**config.mk**
```make
export PLATFORM = sky130hd
export DESIGN_NAME = iec_top
export DESIGN_NICKNAME = d
export VERILOG_FILES = /design/src/hw/iec_pkg.sv /design/src/hw/iec_edge.sv /design/src/hw/iec_top.sv
export SDC_FILE = /design/constraint.sdc
export NUM_CORES = 1
export LEC_CHECK = 0
export ABC_AREA = 1
export BUFFER_PORTS_ARGS = -buffer_cell sky130_fd_sc_hd__buf_2
export CELL_PAD_IN_SITES_DETAIL_PLACEMENT = 1
export CELL_PAD_IN_SITES_GLOBAL_PLACEMENT = 1
export CORE_MARGIN = 2
export CORE_UTILIZATION = 27
export CTS_CLUSTER_DIAMETER = 80
export DETAILED_ROUTE_END_ITERATION = 8
export GPL_TIMING_DRIVEN = 0
export PLACE_DENSITY = 0.69
export SYNTH_ARGS = -nofsm -noshare
export SYNTH_HDL_FRONTEND = slang
export SYNTH_SLANG_ARGS = --single-unit
```
**constraint.sdc**
```tcl
create_clock -name aclk -period 1.4 [get_ports aclk]
set_input_delay 0 -clock aclk [delete_from_list [all_inputs] [get_ports aclk]]
set_output_delay 0 -clock aclk [all_outputs]
set_load 0.005 [all_outputs]
```
**src/hw/iec_pkg.sv**
```systemverilog
// Purpose: Shared constants for the interrupt enable and flag block
// Assumes: AXI4-Lite register access, 32-bit data, byte address = 4 * index
// Notes: Registers are 8 bits wide in the low lane, upper bits read zero
package iec_pkg;
	localparam int unsigned ADDR_W = 12;
	// Printed offsets are register indexes, not byte addresses
	localparam logic [ADDR_W-1:0] IDX_PERIPH_EN = 12'h08c;
	localparam logic [ADDR_W-1:0] IDX_CORE_CTRL = 12'h10b;
	localparam logic [ADDR_W-1:0] ADDR_PERIPH_EN = ADDR_W'(IDX_PERIPH_EN * 4);
	localparam logic [ADDR_W-1:0] ADDR_CORE_CTRL = ADDR_W'(IDX_CORE_CTRL * 4);

	localparam logic [7:0] PERIPH_EN_RESET = 8'h00;
	localparam logic [7:0] CORE_CTRL_RESET = 8'h00;

	// Core control field positions
	localparam int unsigned BIT_MASTER_EN = 7;
	localparam int unsigned BIT_GROUP_EN = 6;
	localparam int unsigned BIT_T0_EN = 5;
	localparam int unsigned BIT_EXT_EN = 4;
	localparam int unsigned BIT_PCHG_EN = 3;
	localparam int unsigned BIT_T0_FLAG = 2;
	localparam int unsigned BIT_EXT_FLAG = 1;
	localparam int unsigned BIT_PCHG_FLAG = 0;

	// Peripheral enable field positions
	localparam int unsigned BIT_PAR_EN = 7;
	localparam int unsigned BIT_ADC_EN = 6;
	localparam int unsigned BIT_RX_EN = 5;
	localparam int unsigned BIT_TX_EN = 4;
	localparam int unsigned BIT_USB_EN = 3;
	localparam int unsigned BIT_CCP_EN = 2;
	localparam int unsigned BIT_T2_EN = 1;
	localparam int unsigned BIT_T1_EN = 0;

	localparam logic [1:0] RESP_OKAY = 2'h0;
	localparam logic [1:0] RESP_SLVERR = 2'h2;

	typedef enum logic [1:0] {
		IEC_SEL_NONE = 2'b00,
		IEC_SEL_PERIPH = 2'b01,
		IEC_SEL_CORE = 2'b10
	} iec_sel_e;
endpackage : iec_pkg

```
**src/hw/iec_edge.sv**
```systemverilog
// Purpose: Edge detector for the external interrupt pin
// Assumes: Pin is synchronous to aclk
// Notes: Pulse is combinational, one cycle, qualified after first sample
`timescale 1ns/1ps
module iec_edge (
	input wire logic aclk,
	input wire logic aresetn,
	input wire logic ext_irq_pin,
	input wire logic edge_select,
	output logic edge_pulse
);
	logic prev;
	logic armed;

	// No edge is reported until one sample has been seen after reset
	always_ff @(posedge aclk) begin
		if (!aresetn) begin
			prev <= 1'b0;
			armed <= 1'b0;
		end else begin
			prev <= ext_irq_pin;
			armed <= 1'b1;
		end
	end

	always_comb begin
		edge_pulse = 1'b0;
		if (armed) begin
			edge_pulse = edge_select ? (ext_irq_pin & ~prev) : (~ext_irq_pin & prev);
		end
	end

	a_edge_rising: assert property (@(posedge aclk) disable iff (!aresetn)
		armed && edge_select && $rose(ext_irq_pin) |-> edge_pulse)
		else $error("rising edge missed");
	a_edge_falling: assert property (@(posedge aclk) disable iff (!aresetn)
		armed && !edge_select && $fell(ext_irq_pin) |-> edge_pulse)
		else $error("falling edge missed");
endmodule : iec_edge

```
**src/hw/iec_top.sv**
```systemverilog
// Purpose: Interrupt enable and flag registers with one core interrupt request
// Assumes: AXI4-Lite slave, one outstanding read and write, events are pulses
// Notes: Flags are set by hardware and cleared only by software writes
// Notes on behaviour
// - External pin interrupt requests only when its enable is 1; flag still records.
// - Peripheral sources never reach the core without the group enable.
// - Peripheral enable register: one enable per source, bits 7..0, reset zero.
// - Parallel port enable bit 7 gates the parallel port event.
// - Converter enable bit 6 gates conversion complete.
// - Serial transmit enable bit 4 gates transmit buffer empty.
// - Flags set on their event regardless of any enable bit.
// - External flag on rising edge if edge_select is 1, else falling.
//
// Implementation choice: the AXI4-Lite slave port.
`timescale 1ns/1ps
module iec_top (
	input wire logic aclk,
	input wire logic aresetn,
	input wire logic [iec_pkg::ADDR_W-1:0] s_axi_awaddr,
	input wire logic s_axi_awvalid,
	output logic s_axi_awready,
	input wire logic [31:0] s_axi_wdata,
	input wire logic [3:0] s_axi_wstrb,
	input wire logic s_axi_wvalid,
	output logic s_axi_wready,
	output logic [1:0] s_axi_bresp,
	output logic s_axi_bvalid,
	input wire logic s_axi_bready,
	input wire logic [iec_pkg::ADDR_W-1:0] s_axi_araddr,
	input wire logic s_axi_arvalid,
	output logic s_axi_arready,
	output logic [31:0] s_axi_rdata,
	output logic [1:0] s_axi_rresp,
	output logic s_axi_rvalid,
	input wire logic s_axi_rready,
	input wire logic timer0_ovf_evt,
	input wire logic ext_irq_pin,
	input wire logic edge_select,
	input wire logic port_change_evt,
	input wire logic [7:0] periph_flag,
	output logic core_irq
);
	logic [7:0] core_ctrl;
	logic [7:0] next_core_ctrl;
	logic [7:0] periph_en;
	logic [7:0] next_periph_en;
	logic next_core_irq;
	logic ext_evt;
	logic core_pend;
	logic periph_pend;

	logic aw_held;
	logic next_aw_held;
	logic w_held;
	logic next_w_held;
	logic [iec_pkg::ADDR_W-1:0] aw_addr;
	logic [iec_pkg::ADDR_W-1:0] next_aw_addr;
	logic [7:0] w_data;
	logic [7:0] next_w_data;
	logic w_lane0;
	logic next_w_lane0;
	logic next_awready;
	logic next_wready;
	logic [1:0] next_bresp;
	logic next_bvalid;
	logic next_arready;
	logic [31:0] next_rdata;
	logic [1:0] next_rresp;
	logic next_rvalid;
	logic do_write;

	function automatic iec_pkg::iec_sel_e decode(input logic [iec_pkg::ADDR_W-1:0] addr);
		if (addr == iec_pkg::ADDR_PERIPH_EN) begin
			return iec_pkg::IEC_SEL_PERIPH;
		end else if (addr == iec_pkg::ADDR_CORE_CTRL) begin
			return iec_pkg::IEC_SEL_CORE;
		end
		return iec_pkg::IEC_SEL_NONE;
	endfunction : decode

	iec_edge u_edge (
		.aclk(aclk),
		.aresetn(aresetn),
		.ext_irq_pin(ext_irq_pin),
		.edge_select(edge_select),
		.edge_pulse(ext_evt)
	);

	// Bus channels
	always_comb begin
		next_aw_held = aw_held;
		next_w_held = w_held;
		next_aw_addr = aw_addr;
		next_w_data = w_data;
		next_w_lane0 = w_lane0;
		next_bresp = s_axi_bresp;
		next_bvalid = s_axi_bvalid;
		next_rdata = s_axi_rdata;
		next_rresp = s_axi_rresp;
		next_rvalid = s_axi_rvalid;
		do_write = 1'b0;
		if (s_axi_awvalid && s_axi_awready) begin
			next_aw_held = 1'b1;
			next_aw_addr = s_axi_awaddr;
		end
		if (s_axi_wvalid && s_axi_wready) begin
			next_w_held = 1'b1;
			next_w_data = s_axi_wdata[7:0];
			next_w_lane0 = s_axi_wstrb[0];
		end
		if (s_axi_bvalid && s_axi_bready) begin
			next_bvalid = 1'b0;
		end
		// Write commits once both halves are held and no response is pending
		if (aw_held && w_held && !s_axi_bvalid) begin
			do_write = 1'b1;
			next_aw_held = 1'b0;
			next_w_held = 1'b0;
			next_bvalid = 1'b1;
			next_bresp = (decode(aw_addr) == iec_pkg::IEC_SEL_NONE) ? iec_pkg::RESP_SLVERR : iec_pkg::RESP_OKAY;
		end
		if (s_axi_rvalid && s_axi_rready) begin
			next_rvalid = 1'b0;
		end
		if (s_axi_arvalid && s_axi_arready) begin
			next_rvalid = 1'b1;
			next_rresp = iec_pkg::RESP_OKAY;
			unique case (decode(s_axi_araddr))
				iec_pkg::IEC_SEL_PERIPH: next_rdata = {24'h000000, periph_en};
				iec_pkg::IEC_SEL_CORE: next_rdata = {24'h000000, core_ctrl};
				default: begin
					next_rdata = 32'h00000000;
					next_rresp = iec_pkg::RESP_SLVERR;
				end
			endcase
		end
		next_awready = !next_aw_held && !next_bvalid;
		next_wready = !next_w_held && !next_bvalid;
		next_arready = !next_rvalid;
	end

	always_ff @(posedge aclk) begin
		if (!aresetn) begin
			aw_held <= 1'b0;
			w_held <= 1'b0;
			aw_addr <= '0;
			w_data <= 8'h00;
			w_lane0 <= 1'b0;
			s_axi_awready <= 1'b0;
			s_axi_wready <= 1'b0;
			s_axi_bresp <= iec_pkg::RESP_OKAY;
			s_axi_bvalid <= 1'b0;
			s_axi_arready <= 1'b0;
			s_axi_rdata <= 32'h00000000;
			s_axi_rresp <= iec_pkg::RESP_OKAY;
			s_axi_rvalid <= 1'b0;
		end else begin
			aw_held <= next_aw_held;
			w_held <= next_w_held;
			aw_addr <= next_aw_addr;
			w_data <= next_w_data;
			w_lane0 <= next_w_lane0;
			s_axi_awready <= next_awready;
			s_axi_wready <= next_wready;
			s_axi_bresp <= next_bresp;
			s_axi_bvalid <= next_bvalid;
			s_axi_arready <= next_arready;
			s_axi_rdata <= next_rdata;
			s_axi_rresp <= next_rresp;
			s_axi_rvalid <= next_rvalid;
		end
	end

	// Enables, flags and request
	always_comb begin
		next_core_ctrl = core_ctrl;
		next_periph_en = periph_en;
		if (do_write && w_lane0 && decode(aw_addr) == iec_pkg::IEC_SEL_CORE) begin
			next_core_ctrl = w_data;
		end
		if (do_write && w_lane0 && decode(aw_addr) == iec_pkg::IEC_SEL_PERIPH) begin
			next_periph_en = w_data;
		end
		// Event ORed after the write so a set in the clearing cycle wins
		next_core_ctrl[iec_pkg::BIT_T0_FLAG] = next_core_ctrl[iec_pkg::BIT_T0_FLAG] | timer0_ovf_evt;
		next_core_ctrl[iec_pkg::BIT_EXT_FLAG] = next_core_ctrl[iec_pkg::BIT_EXT_FLAG] | ext_evt;
		next_core_ctrl[iec_pkg::BIT_PCHG_FLAG] = next_core_ctrl[iec_pkg::BIT_PCHG_FLAG] | port_change_evt;
		core_pend = (core_ctrl[iec_pkg::BIT_T0_EN] & core_ctrl[iec_pkg::BIT_T0_FLAG])
			| (core_ctrl[iec_pkg::BIT_EXT_EN] & core_ctrl[iec_pkg::BIT_EXT_FLAG])
			| (core_ctrl[iec_pkg::BIT_PCHG_EN] & core_ctrl[iec_pkg::BIT_PCHG_FLAG]);
		periph_pend = core_ctrl[iec_pkg::BIT_GROUP_EN] & (|(periph_en & periph_flag));
		next_core_irq = core_ctrl[iec_pkg::BIT_MASTER_EN] & (core_pend | periph_pend);
	end

	always_ff @(posedge aclk) begin
		if (!aresetn) begin
			core_ctrl <= iec_pkg::CORE_CTRL_RESET;
			periph_en <= iec_pkg::PERIPH_EN_RESET;
			core_irq <= 1'b0;
		end else begin
			core_ctrl <= next_core_ctrl;
			periph_en <= next_periph_en;
			core_irq <= next_core_irq;
		end
	end

	a_ext_enabled: assert property (@(posedge aclk) disable iff (!aresetn)
		core_ctrl[7] && core_ctrl[4] && core_ctrl[1] |=> core_irq)
		else $error("enabled pin interrupt not requested");
	a_ext_masked: assert property (@(posedge aclk) disable iff (!aresetn)
		!core_ctrl[4] && !(core_ctrl[5] && core_ctrl[2]) && !(core_ctrl[3] && core_ctrl[0]) && !periph_pend
		|=> !core_irq)
		else $error("masked pin interrupt requested");
	a_group_gate: assert property (@(posedge aclk) disable iff (!aresetn)
		!core_ctrl[6] && !core_pend |=> !core_irq)
		else $error("peripheral passed without group enable");
	a_periph_reset: assert property (@(posedge aclk)
		!aresetn |=> periph_en == iec_pkg::PERIPH_EN_RESET && core_irq == 1'b0)
		else $error("enable register not zero after reset");
	a_par_enable: assert property (@(posedge aclk) disable iff (!aresetn)
		core_ctrl[7] && core_ctrl[6] && periph_en[7] && periph_flag[7] |=> core_irq)
		else $error("parallel port interrupt lost");
	a_adc_enable: assert property (@(posedge aclk) disable iff (!aresetn)
		core_ctrl[7] && core_ctrl[6] && periph_en[6] && periph_flag[6] |=> core_irq)
		else $error("converter interrupt lost");
	a_tx_enable: assert property (@(posedge aclk) disable iff (!aresetn)
		core_ctrl[7] && core_ctrl[6] && periph_en[4] && periph_flag[4] |=> core_irq)
		else $error("transmit interrupt lost");
	a_flag_set: assert property (@(posedge aclk) disable iff (!aresetn)
		timer0_ovf_evt || port_change_evt |=> (core_ctrl[2] || !$past(timer0_ovf_evt))
		&& (core_ctrl[0] || !$past(port_change_evt)))
		else $error("event flag not set");
	a_flag_sticky: assert property (@(posedge aclk) disable iff (!aresetn)
		core_ctrl[1] && !do_write |=> core_ctrl[1])
		else $error("flag cleared without write");
	a_master_gate: assert property (@(posedge aclk) disable iff (!aresetn)
		!core_ctrl[7] |=> !core_irq)
		else $error("request without master enable");
endmodule : iec_top

```
# Word level (Yosys, flattened, before mapping)
# Cells that the tools add are included.
dict set report totals {
  mem_bits_rw 0
  mem_count 0
  in_bits 79
  mem_bits_ro 0
  out_inout_bits 42
  latchBits 0
  reg_bits 83
  word_cells 94
}
dict set report op_classes {
  n_reduce_logical 20
  n_div 0
  addsub 0
  n_mux 31
  eq_ne 8
  bitwise 16
  n_lt_le_gt_ge 0
  shifts 0
  mul 0
}
# op count
set op_table {}
lappend op_table {{equality test 12 x 10 -> 1 bit, second input constant} 2}
lappend op_table {{equality test 12 x 11 -> 1 bit, second input constant} 2}
lappend op_table {{2-to-1 mux 2 bit} 11}
lappend op_table {{2-to-1 mux 1 bit} 18}
lappend op_table {{case mux 8 bit (2 select lines)} 1}
lappend op_table {{logical AND 1 bit} 12}
lappend op_table {{bitwise AND 8 bit} 1}
lappend op_table {{OR reduction 8 bit} 1}
lappend op_table {{bitwise AND 1 bit} 7}
lappend op_table {{bitwise OR 1 bit} 6}
lappend op_table {{zero test 1 bit} 5}
lappend op_table {{equality test 2 x 1 -> 1 bit, second input constant} 2}
lappend op_table {{equality test 2 bit, second input constant} 2}
lappend op_table {{2-to-1 mux 3 bit} 1}
lappend op_table {{zero test 2 bit} 1}
lappend op_table {{NOT 1 bit} 2}
lappend op_table {{OR reduction 2 bit} 1}

# Longest topological paths before layout
# Gate-level depths: netlist of run 1.
dict set report depth {
  ltp_word 9
  mapped_depth 9
  depth_no_buf 9
}

# By module
# A second synthesis of run 1 with hierarchy kept.
dict set report unflattened {
  cells_unflattened 391
  hier_area_um2 2722.6
}
# mod area_per_inst_um2 instances seq_area_each_um2 cells_per_inst
set by_module_without_submodules {}
lappend by_module_without_submodules {iec_top 2645.0 1 1101.1 379}
lappend by_module_without_submodules {iec_edge 77.6 1 40.0 12}

# Least setup slack after synthesis of run 1
# Ideal clock, no wire load.
dict set report synth_timing {
  path_type {reg-to-reg}
  startpoint {register s_axi_bvalid}
  endpoint {register periph_en[0]}
  path_stages_with_launch 7
  arrival_ns 1.026
  t_required_ns 1.283
  slack_ns 0.257
  path_buffers 0
  setup_time_ns 0.117
  period_less_slack_ns 1.143
  cell_sequence {dfxtp_1 inv_1 nand3_2 nor2_4 inv_1 nor3_1 nor2_1}
}
dict set report synth_between {
  elab_chain_len 5
}
# element line_no
set synth_lines {}
lappend synth_lines {{from (decl)} iec_top.sv:27} ;# output logic s_axi_bvalid,
lappend synth_lines {{from (signal assigned)} iec_top.sv:166} ;# s_axi_bvalid <= next_bvalid;
lappend synth_lines {{zero test 1 bit} iec_top.sv:115} ;# if (aw_held && w_held && !s_axi_bvalid) begin
lappend synth_lines {{logical AND 1 bit} iec_top.sv:115}
lappend synth_lines {{2-to-1 mux 1 bit} iec_top.sv:115}
lappend synth_lines {{logical AND 1 bit (2 in series)} iec_top.sv:181} ;# if (do_write && w_lane0 && decode(aw_addr) == iec_pkg::IEC_SEL_PERIPH) begin
lappend synth_lines {{to (signal assigned)} iec_top.sv:198} ;# periph_en <= iec_pkg::PERIPH_EN_RESET;
lappend synth_lines {{to (signal assigned)} iec_top.sv:202} ;# periph_en <= next_periph_en;
lappend synth_lines {{to (decl)} iec_top.sv:45} ;# logic [7:0] periph_en;
# Every way passes these cells.
# A chain may end at the register's enable or synchronous reset.

# Worst setup path after layout of run 1
dict set report layout_timing {
  startpoint {register aw_addr[5] (netlist name)}
  endpoint {register core_ctrl[5]}
}
dict set report layout_between {
  elab_chain_len 6
  word_cells_on_any_way 8
  classes_between {3 x eq/ne; 4 x mux; 1 x reduce/logical}
}
# element line_no
set layout_lines {}
lappend layout_lines {{from (decl)} iec_top.sv:56} ;# logic [iec_pkg::ADDR_W-1:0] aw_addr;
lappend layout_lines {{from (signal assigned)} iec_top.sv:160} ;# aw_addr <= next_aw_addr;
lappend layout_lines {{equality test 12 x 11 -> 1 bit} iec_top.sv:75} ;# end else if (addr == iec_pkg::ADDR_CORE_CTRL) begin
lappend layout_lines {{2-to-1 mux 1 bit} iec_top.sv:75}
lappend layout_lines {{2-to-1 mux 1 bit} iec_top.sv:73} ;# if (addr == iec_pkg::ADDR_PERIPH_EN) begin
lappend layout_lines {{2-to-1 mux 2 bit *} iec_top.sv:78} ;# return iec_pkg::IEC_SEL_NONE;
lappend layout_lines {{equality test 2 bit *} iec_top.sv:178} ;# if (do_write && w_lane0 && decode(aw_addr) == iec_pkg::IEC_SEL_CORE) begin
lappend layout_lines {{logical AND 1 bit *} iec_top.sv:178}
lappend layout_lines {{to (signal assigned)} iec_top.sv:197} ;# core_ctrl <= iec_pkg::CORE_CTRL_RESET;
lappend layout_lines {{to (signal assigned)} iec_top.sv:201} ;# core_ctrl <= next_core_ctrl;
lappend layout_lines {{to (decl)} iec_top.sv:43} ;# logic [7:0] core_ctrl;
# Mark *: on every way between the ends. The rest lies on a longest branch, timed or not.

==> results_dict.tcl, run 1 <==
set metrics [dict create \
    rsz0062_at_grt "yes" \
    fin_crit_sh_pct 93.8 \
    place_congestion 0.747 \
    cts_tree "yes" \
    fin_crit_ns 1.31 \
    swShare_pct 24.6 \
    reg2reg_from "aw_addr[5]" \
    synth_enable_flop_cells 0 \
    final_hold_viol_count 0 \
    critPathKind "reg2reg" \
    synth_top_area_share_pct 42.2 \
    post-route-worst-setup-slack_ns 0.0875 \
    start_util_pct 27.8 \
    final.setup.tns_ns 0 \
    n_antenna_cell 0 \
    clock_latency_ns 0.34 \
    p_int_w 0.00316 \
    drive_gt1_share_pct 30.2 \
    drv_cap 0 \
    worstPathCellList "inv_1 -> nor2_2 -> nand2_1 -> nor2_4 -> nand3_4 -> inv_4 -> nand2_1 -> a21oi_2" \
    holdPathEnd "s_axi_bvalid" \
    grt_max_degree 12 \
    slowest_delay_ns 0.33 \
    yosys-top-cells-area "dfxtp_1 42%, nor2_1 10%, nand2_1 8.9%, buf_4 7.2%, nand3_1 5.6%" \
    grt_overflow 0 \
    fin_worst_hold_slack_ns 0.0300 \
    vias 2749 \
    peakVddDrop_v 0.000567 \
    core_um2 9730 \
    clk_pin_slew_ns 0.07 \
    wire_per_inst_um 12.2 \
    yosys_warnings 0 \
    p_switching_w 0.00103 \
    slew_violations 0 \
    rr_endpoint "core_ctrl[5]" \
    wl_mm 7.89 \
    crit_fanout 5 \
    cp_data_required_time_ns 1.67 \
    endpoint_kind "register" \
    arrival_ns 1.58 \
    grt_antenna_before_repair 0 \
    antenna_left 0 \
    ys_types 29 \
    hold_path.class "in2reg" \
    syn_area_um2 2700 \
    synthToLayoutAreaGrowth_pct 45.5 \
    cts-root-buf "clkbuf_8" \
    pin_count 121 \
    die_w_um 104 \
    power_frac_comb_pct 13.0 \
    p_seq_share_pct 42.5 \
    cts_buffers 9 \
    cts_sinks 57 \
    gr-usage-all-layers_pct 15.0 \
    tightestPinTransition_ns 0.544 \
    grt_pass1_vias 2866 \
    dr.first_iter.drc_count 49 \
    hold_depth 4 \
    fill_cells 1258 \
    pre_cts_ws_ns 0.0438 \
    port_buffers 67 \
    rr_worst_depth 8 \
    die_area_um2 10800 \
    synth-simple-area-share_pct 34.0 \
    hp-start "s_axi_bready" \
    ys_seq_area_share_pct 42.2 \
    final_core_util_pct 40.4 \
    async_flop_share_pct 0 \
    synth_flop_cell "dfxtp_1" \
    status "finished clean" \
    finalSetupViolCount 0 \
    max_freq_ghz 0.762 \
    grt_pass1_wl_mm 13.1 \
    hpwl_mm 5.78 \
    reg2reg_slack_ns 0.09 \
    clockBufferDepth 2 \
    clkPwrFrac_pct 44.5 \
    drc 0 \
    cp_slowest_cell "dfxtp_2" \
    final_nets 590 \
    yosysTopAreaCell "dfxtp_1" \
    p_leak_nw 1.86 \
    fp-row-count 36 \
    vias_per_cell 4.24 \
    syn_area_per_cell_um2 7.17 \
    maxSlewHeadroom_pct 63.7 \
    critPathLaunchType "register" \
    synth_top_family_by_area "simple AND/OR/NAND/NOR gates" \
    power_per_cell_area_nw_per_um2 1070 \
    synth_compound_area_share_pct 8.52 \
    synthAdderAreaFrac_pct 0 \
    firstDrtPassIters 4 \
    ys_ff_latch 57 \
    synth_mux_area_share_pct 0 \
    synthCells 377 \
    htreeDepth 3 \
    die_h_um 104 \
    cp_common_cell "nand2_1" \
    skew_ns 0.00949 \
    synth_xor_area_share_pct 0 \
]
## synth_stat cells, types with 2 or more instances
master / instances
nand2_1: 64
nor2_4: 3
nand3_1: 30
nor2_1: 72
nor3_1: 10
o21ai_0: 24
a21oi_1: 10
clkbuf_1: 5
nand4_1: 8
nand3_2: 2
nand3_4: 2
dfxtp_1: 57
buf_4: 26
inv_1: 35
nor2_2: 3
a21oi_2: 5
clkinv_1: 3
buf_2: 3
inv_2: 5
## critical path: cells and delay by family, from the launching register on
| family | cells | cell delay [ns] |
|---|---|---|
| AOI/OAI and AO/OA | 1 | 0.12 |
| buffers and inverters | 2 | 0.14 |
| DFF | 1 | 0.33 |
| and+or+nand+nor | 5 | 0.64 |
## state kept, by name (all words and copies together) (netlist names), 8 cells and up
| signal | count |
|---|---|
| aw_addr | 12 |
| core_ctrl | 8 |
| periph_en | 8 |
| s_axi_rdata | 8 |
| w_data | 8 |
## layout make-up
class,count,area [µm²],share of cell area [%]
buffer,35,240,6.11
clock buffer,9,124,3.15
clock inverter,7,119,3.02
inverter,44,168,4.27
multi-input combinational,268,1320,33.6
sequential,57,1150,29.2
tap,133,166,4.23
timing repair buffer,96,643,16.4
## power groups by stage
stage / Clock [W] / Sequential [W] / Combinational, W
CTS: 0.00191 / 0.00177 / 0.000522
detailed placement: 0 / 0.00181 / 0.000463
global placement: 0 / 0.00180 / 0.000451
finish: 0.00187 / 0.00178 / 0.000543
floorplan: 0 / 0.00180 / 0.000294
global route: 0.00198 / 0.00179 / 0.000618
## kinds of logic (layout without fill, tap and decap cells)
logic type / after synthesis / count (layout)
other: 1 / 26
buffers and inverters: 79 / 191
AOI/OAI and AO/OA: 41 / 41
DFF: 57 / 57
and+or+nand+nor: 199 / 201
## timing repair
action | CTS | global route
endpoints found under the setup margin | 1 | 16
buffers inserted | 1 | 2
hold buffers | 26 | 0
resized for setup | 1 | 17
pin swaps | 1 | 7
cloned | 0 | 2
hold endpoints to repair | 27 | 0
## metal layers
layer,share of wire (%),vias up,global-route usage (%)
met5,0,-,0
met4,1.5,0,5.12
met3,5.6,11,4.70
met2,49,84,26.1
met1,44,1237,17.3
li1,-,1417,-
## placed cells by master (no fill, tap or decap), types with 5 or more instances in the layout
| cell type | netlist | routed |
|---|---|---|
| a21oi_1 | 10 | 10 |
| a21oi_2 | 5 | 5 |
| buf_2 | 3 | 70 |
| buf_4 | 26 | 27 |
| clkbuf_1 | 5 | 5 |
| clkbuf_8 | 0 | 9 |
| conb_1 | 1 | 26 |
| dfxtp_1 | 57 | 51 |
| dfxtp_2 | 0 | 6 |
| dlygate4sd3_1 | 0 | 26 |
| inv_1 | 35 | 34 |
| inv_2 | 5 | 6 |
| nand2_1 | 64 | 64 |
| nand3_1 | 30 | 30 |
| nand4_1 | 8 | 8 |
| nor2_1 | 72 | 70 |
| nor3_1 | 10 | 6 |
| o21ai_0 | 24 | 24 |
## worst max-delay path by stage
stage                  from      endpoint  slack, ns
6_report         aw_addr[5]  core_ctrl[5]       0.09
5_1_grt          aw_addr[5]  core_ctrl[5]      -0.01
4_1_cts          aw_addr[0]  periph_en[5]       0.03
3_5_place_dp        aw_held  periph_en[6]       0.04
3_3_place_gp   s_axi_bvalid  periph_en[6]       0.07
2_1_floorplan  s_axi_bvalid  periph_en[0]       0.26
## metrics by stage
step                total power (W)  area (µm²)  cells
detailed placement          0.00227        3300    602
floorplan                   0.00209        2800    402
global placement            0.00225        3300    602
CTS                         0.00421        3830    645
global route                0.00439        3930    649
finish                      0.00419        3930    649
No activity file was read; power rests on OpenSTA's default activity.
==> run 2: changes to the inputs <==
--- a/config.mk
+++ b/config.mk
@@ -14,7 +14,7 @@
 export CTS_CLUSTER_DIAMETER = 80
 export DETAILED_ROUTE_END_ITERATION = 8
 export GPL_TIMING_DRIVEN = 0
-export PLACE_DENSITY = 0.69
+export PLACE_DENSITY = 0.79
 export SYNTH_ARGS = -nofsm -noshare
 export SYNTH_HDL_FRONTEND = slang
 export SYNTH_SLANG_ARGS = --single-unit
==> results_dict.tcl, run 2 (synthesis results as in run 1) <==
set metrics [dict create \
    status "finished clean" \
    peakVddDrop_v 0.000727 \
    clock_latency_ns 0.35 \
    busiest_layer "met2" \
    endpoint_kind "register" \
    drv_cap 0 \
    maxSlewHeadroom_pct 66.5 \
    port_buffers 67 \
    max_freq_ghz 0.762 \
    final_nets 590 \
    htreeDepth 3 \
    pre_cts_ws_ns 0.0254 \
    numPlacedInstances 602 \
    grt_overflow 0 \
    slew_violations 0 \
    cts_sinks 57 \
    final_core_util_pct 39.7 \
    cts-root-buf "clkbuf_8" \
    grt_use_met1_pct 18.2 \
    grt_pass1_vias 2816 \
    die_h_um 104 \
    grt_pass1_wl_mm 13.3 \
    dpl-instance-area_um2 3300 \
    finalNonFillerCells 649 \
    fin_crit_ns 1.31 \
    grt_max_degree 11 \
    crit_fanout 4 \
    gr-usage-all-layers_pct 15.2 \
    finalSetupViolCount 0 \
    antenna_left 0 \
    clk_pin_slew_ns 0.07 \
    hold_path.class "in2reg" \
    vias 2757 \
    final_hold_viol_count 0 \
    cts_tree "yes" \
    post-route-worst-setup-slack_ns 0.0876 \
    drc 0 \
    pin_count 121 \
    grt_antenna_before_repair 0 \
    wire_per_inst_um 12.5 \
    grt_use_met2_pct 26.3 \
    die_area_um2 10800 \
    core_um2 9730 \
    firstDrtPassIters 4 \
    final.setup.tns_ns 0 \
    crit_path_start "aw_addr[3]" \
    wl_mm 8.10 \
    dr.first_iter.drc_count 52 \
    arrival_ns 1.54 \
    synthToLayoutAreaGrowth_pct 42.9 \
    place_congestion 0.816 \
    cts_buffers 9 \
    critPathKind "reg2reg" \
    skew_ns 0.0104 \
    final_cell_mix "70 x buf_2, 69 x nor2_1, 63 x nand2_1" \
    final_area_um2 3860 \
    cp_data_required_time_ns 1.63 \
    power_per_cell_area_nw_per_um2 1030 \
    critPathLaunchType "register" \
    die_w_um 104 \
    tightestPinTransition_ns 0.503 \
    largest_reg_flops 12 \
    use_met3_pct 4.14 \
    reg2reg_from "aw_addr[3]" \
    drive_gt1_share_pct 29.8 \
    fin_crit_sh_pct 93.7 \
    clockBufferDepth 2 \
    hpwl_mm 5.98 \
    mostFrequentLayoutCell "buf_2" \
    fp-row-count 36 \
    hp-start "s_axi_bready" \
    start_util_pct 27.8 \
    vias_per_cell 4.25 \
    n_antenna_cell 0 \
    p_leak_nw 1.84 \
    max_flop_register "aw_addr" \
]
## run 2: changes by cell type in the layout (fill, tap and decap cells not counted), sizes merged
cell | previous run | this run
bufinv | 3 | 1
nand3b | 3 | 2
clkinv | 5 | 4
clkbuf | 14 | 17
buf | 100 | 101
## run 2: critical path: stages (launching register included)
cell and delay, ns:
dfxtp_1 0.40, nand2_1 0.09, inv_2 0.07, nand2_2 0.06
nor2_4 0.15, buf_4 0.15, nand3_2 0.11, nand2_1 0.11
a21oi_2 0.05
## run 2: path summary, 6_finish.rpt
kind             endpoint  slack [ns]  cells after the start
max          core_ctrl[4]        0.09                      8
min          s_axi_bvalid        0.02                      4
max reg2reg  core_ctrl[4]        0.09                      8
min reg2reg    aw_addr[8]        0.47                      2
## run 2: power by group
| part | leakage [nW] | total [W] | switching (W) | internal (W) |
|---|---|---|---|---|
| clock network | 0.105 | 0.00165 | 0.000687 | 0.000963 |
| registers | 0.468 | 0.00178 | 0.0000642 | 0.00171 |
| logic | 1.26 | 0.000538 | 0.000280 | 0.000259 |
| total | 1.84 | 0.00397 | 0.00103 | 0.00294 |
## run 2: repair_timing
| action | in CTS | in global routing |
|---|---|---|
| hold endpoints to repair | 27 | 0 |
| setup buffers | 0 | 4 |
| hold buffers | 26 | 0 |
| setup endpoints to repair | 0 | 17 |
| gates resized for setup | 0 | 17 |
## run 2: layout make-up
type / count / area [µm²]
clock buffer: 12 / 165
timing repair buffer: 97 / 626
fill: 1264 / 5870
buffer: 35 / 241
sequential: 57 / 1140
inverter: 44 / 168
clock inverter: 4 / 50.0
tap: 133 / 166
multi-input combinational: 267 / 1300
## run 2: metrics by stage
stage               hold WS (ns)  power [W]
floorplan                 0.0277    0.00209
global placement           0.180    0.00225
detailed placement         0.189    0.00227
CTS                      0.00799    0.00398
global route               0.103    0.00417
finish                    0.0214    0.00397
## run 2: metal layers
metal  vias to the layer above  wire [µm]
met3                        11        399
met2                        77       4000
met4                         0        138
met5                         -          0
met1                      1256       3560
li1                       1413          -
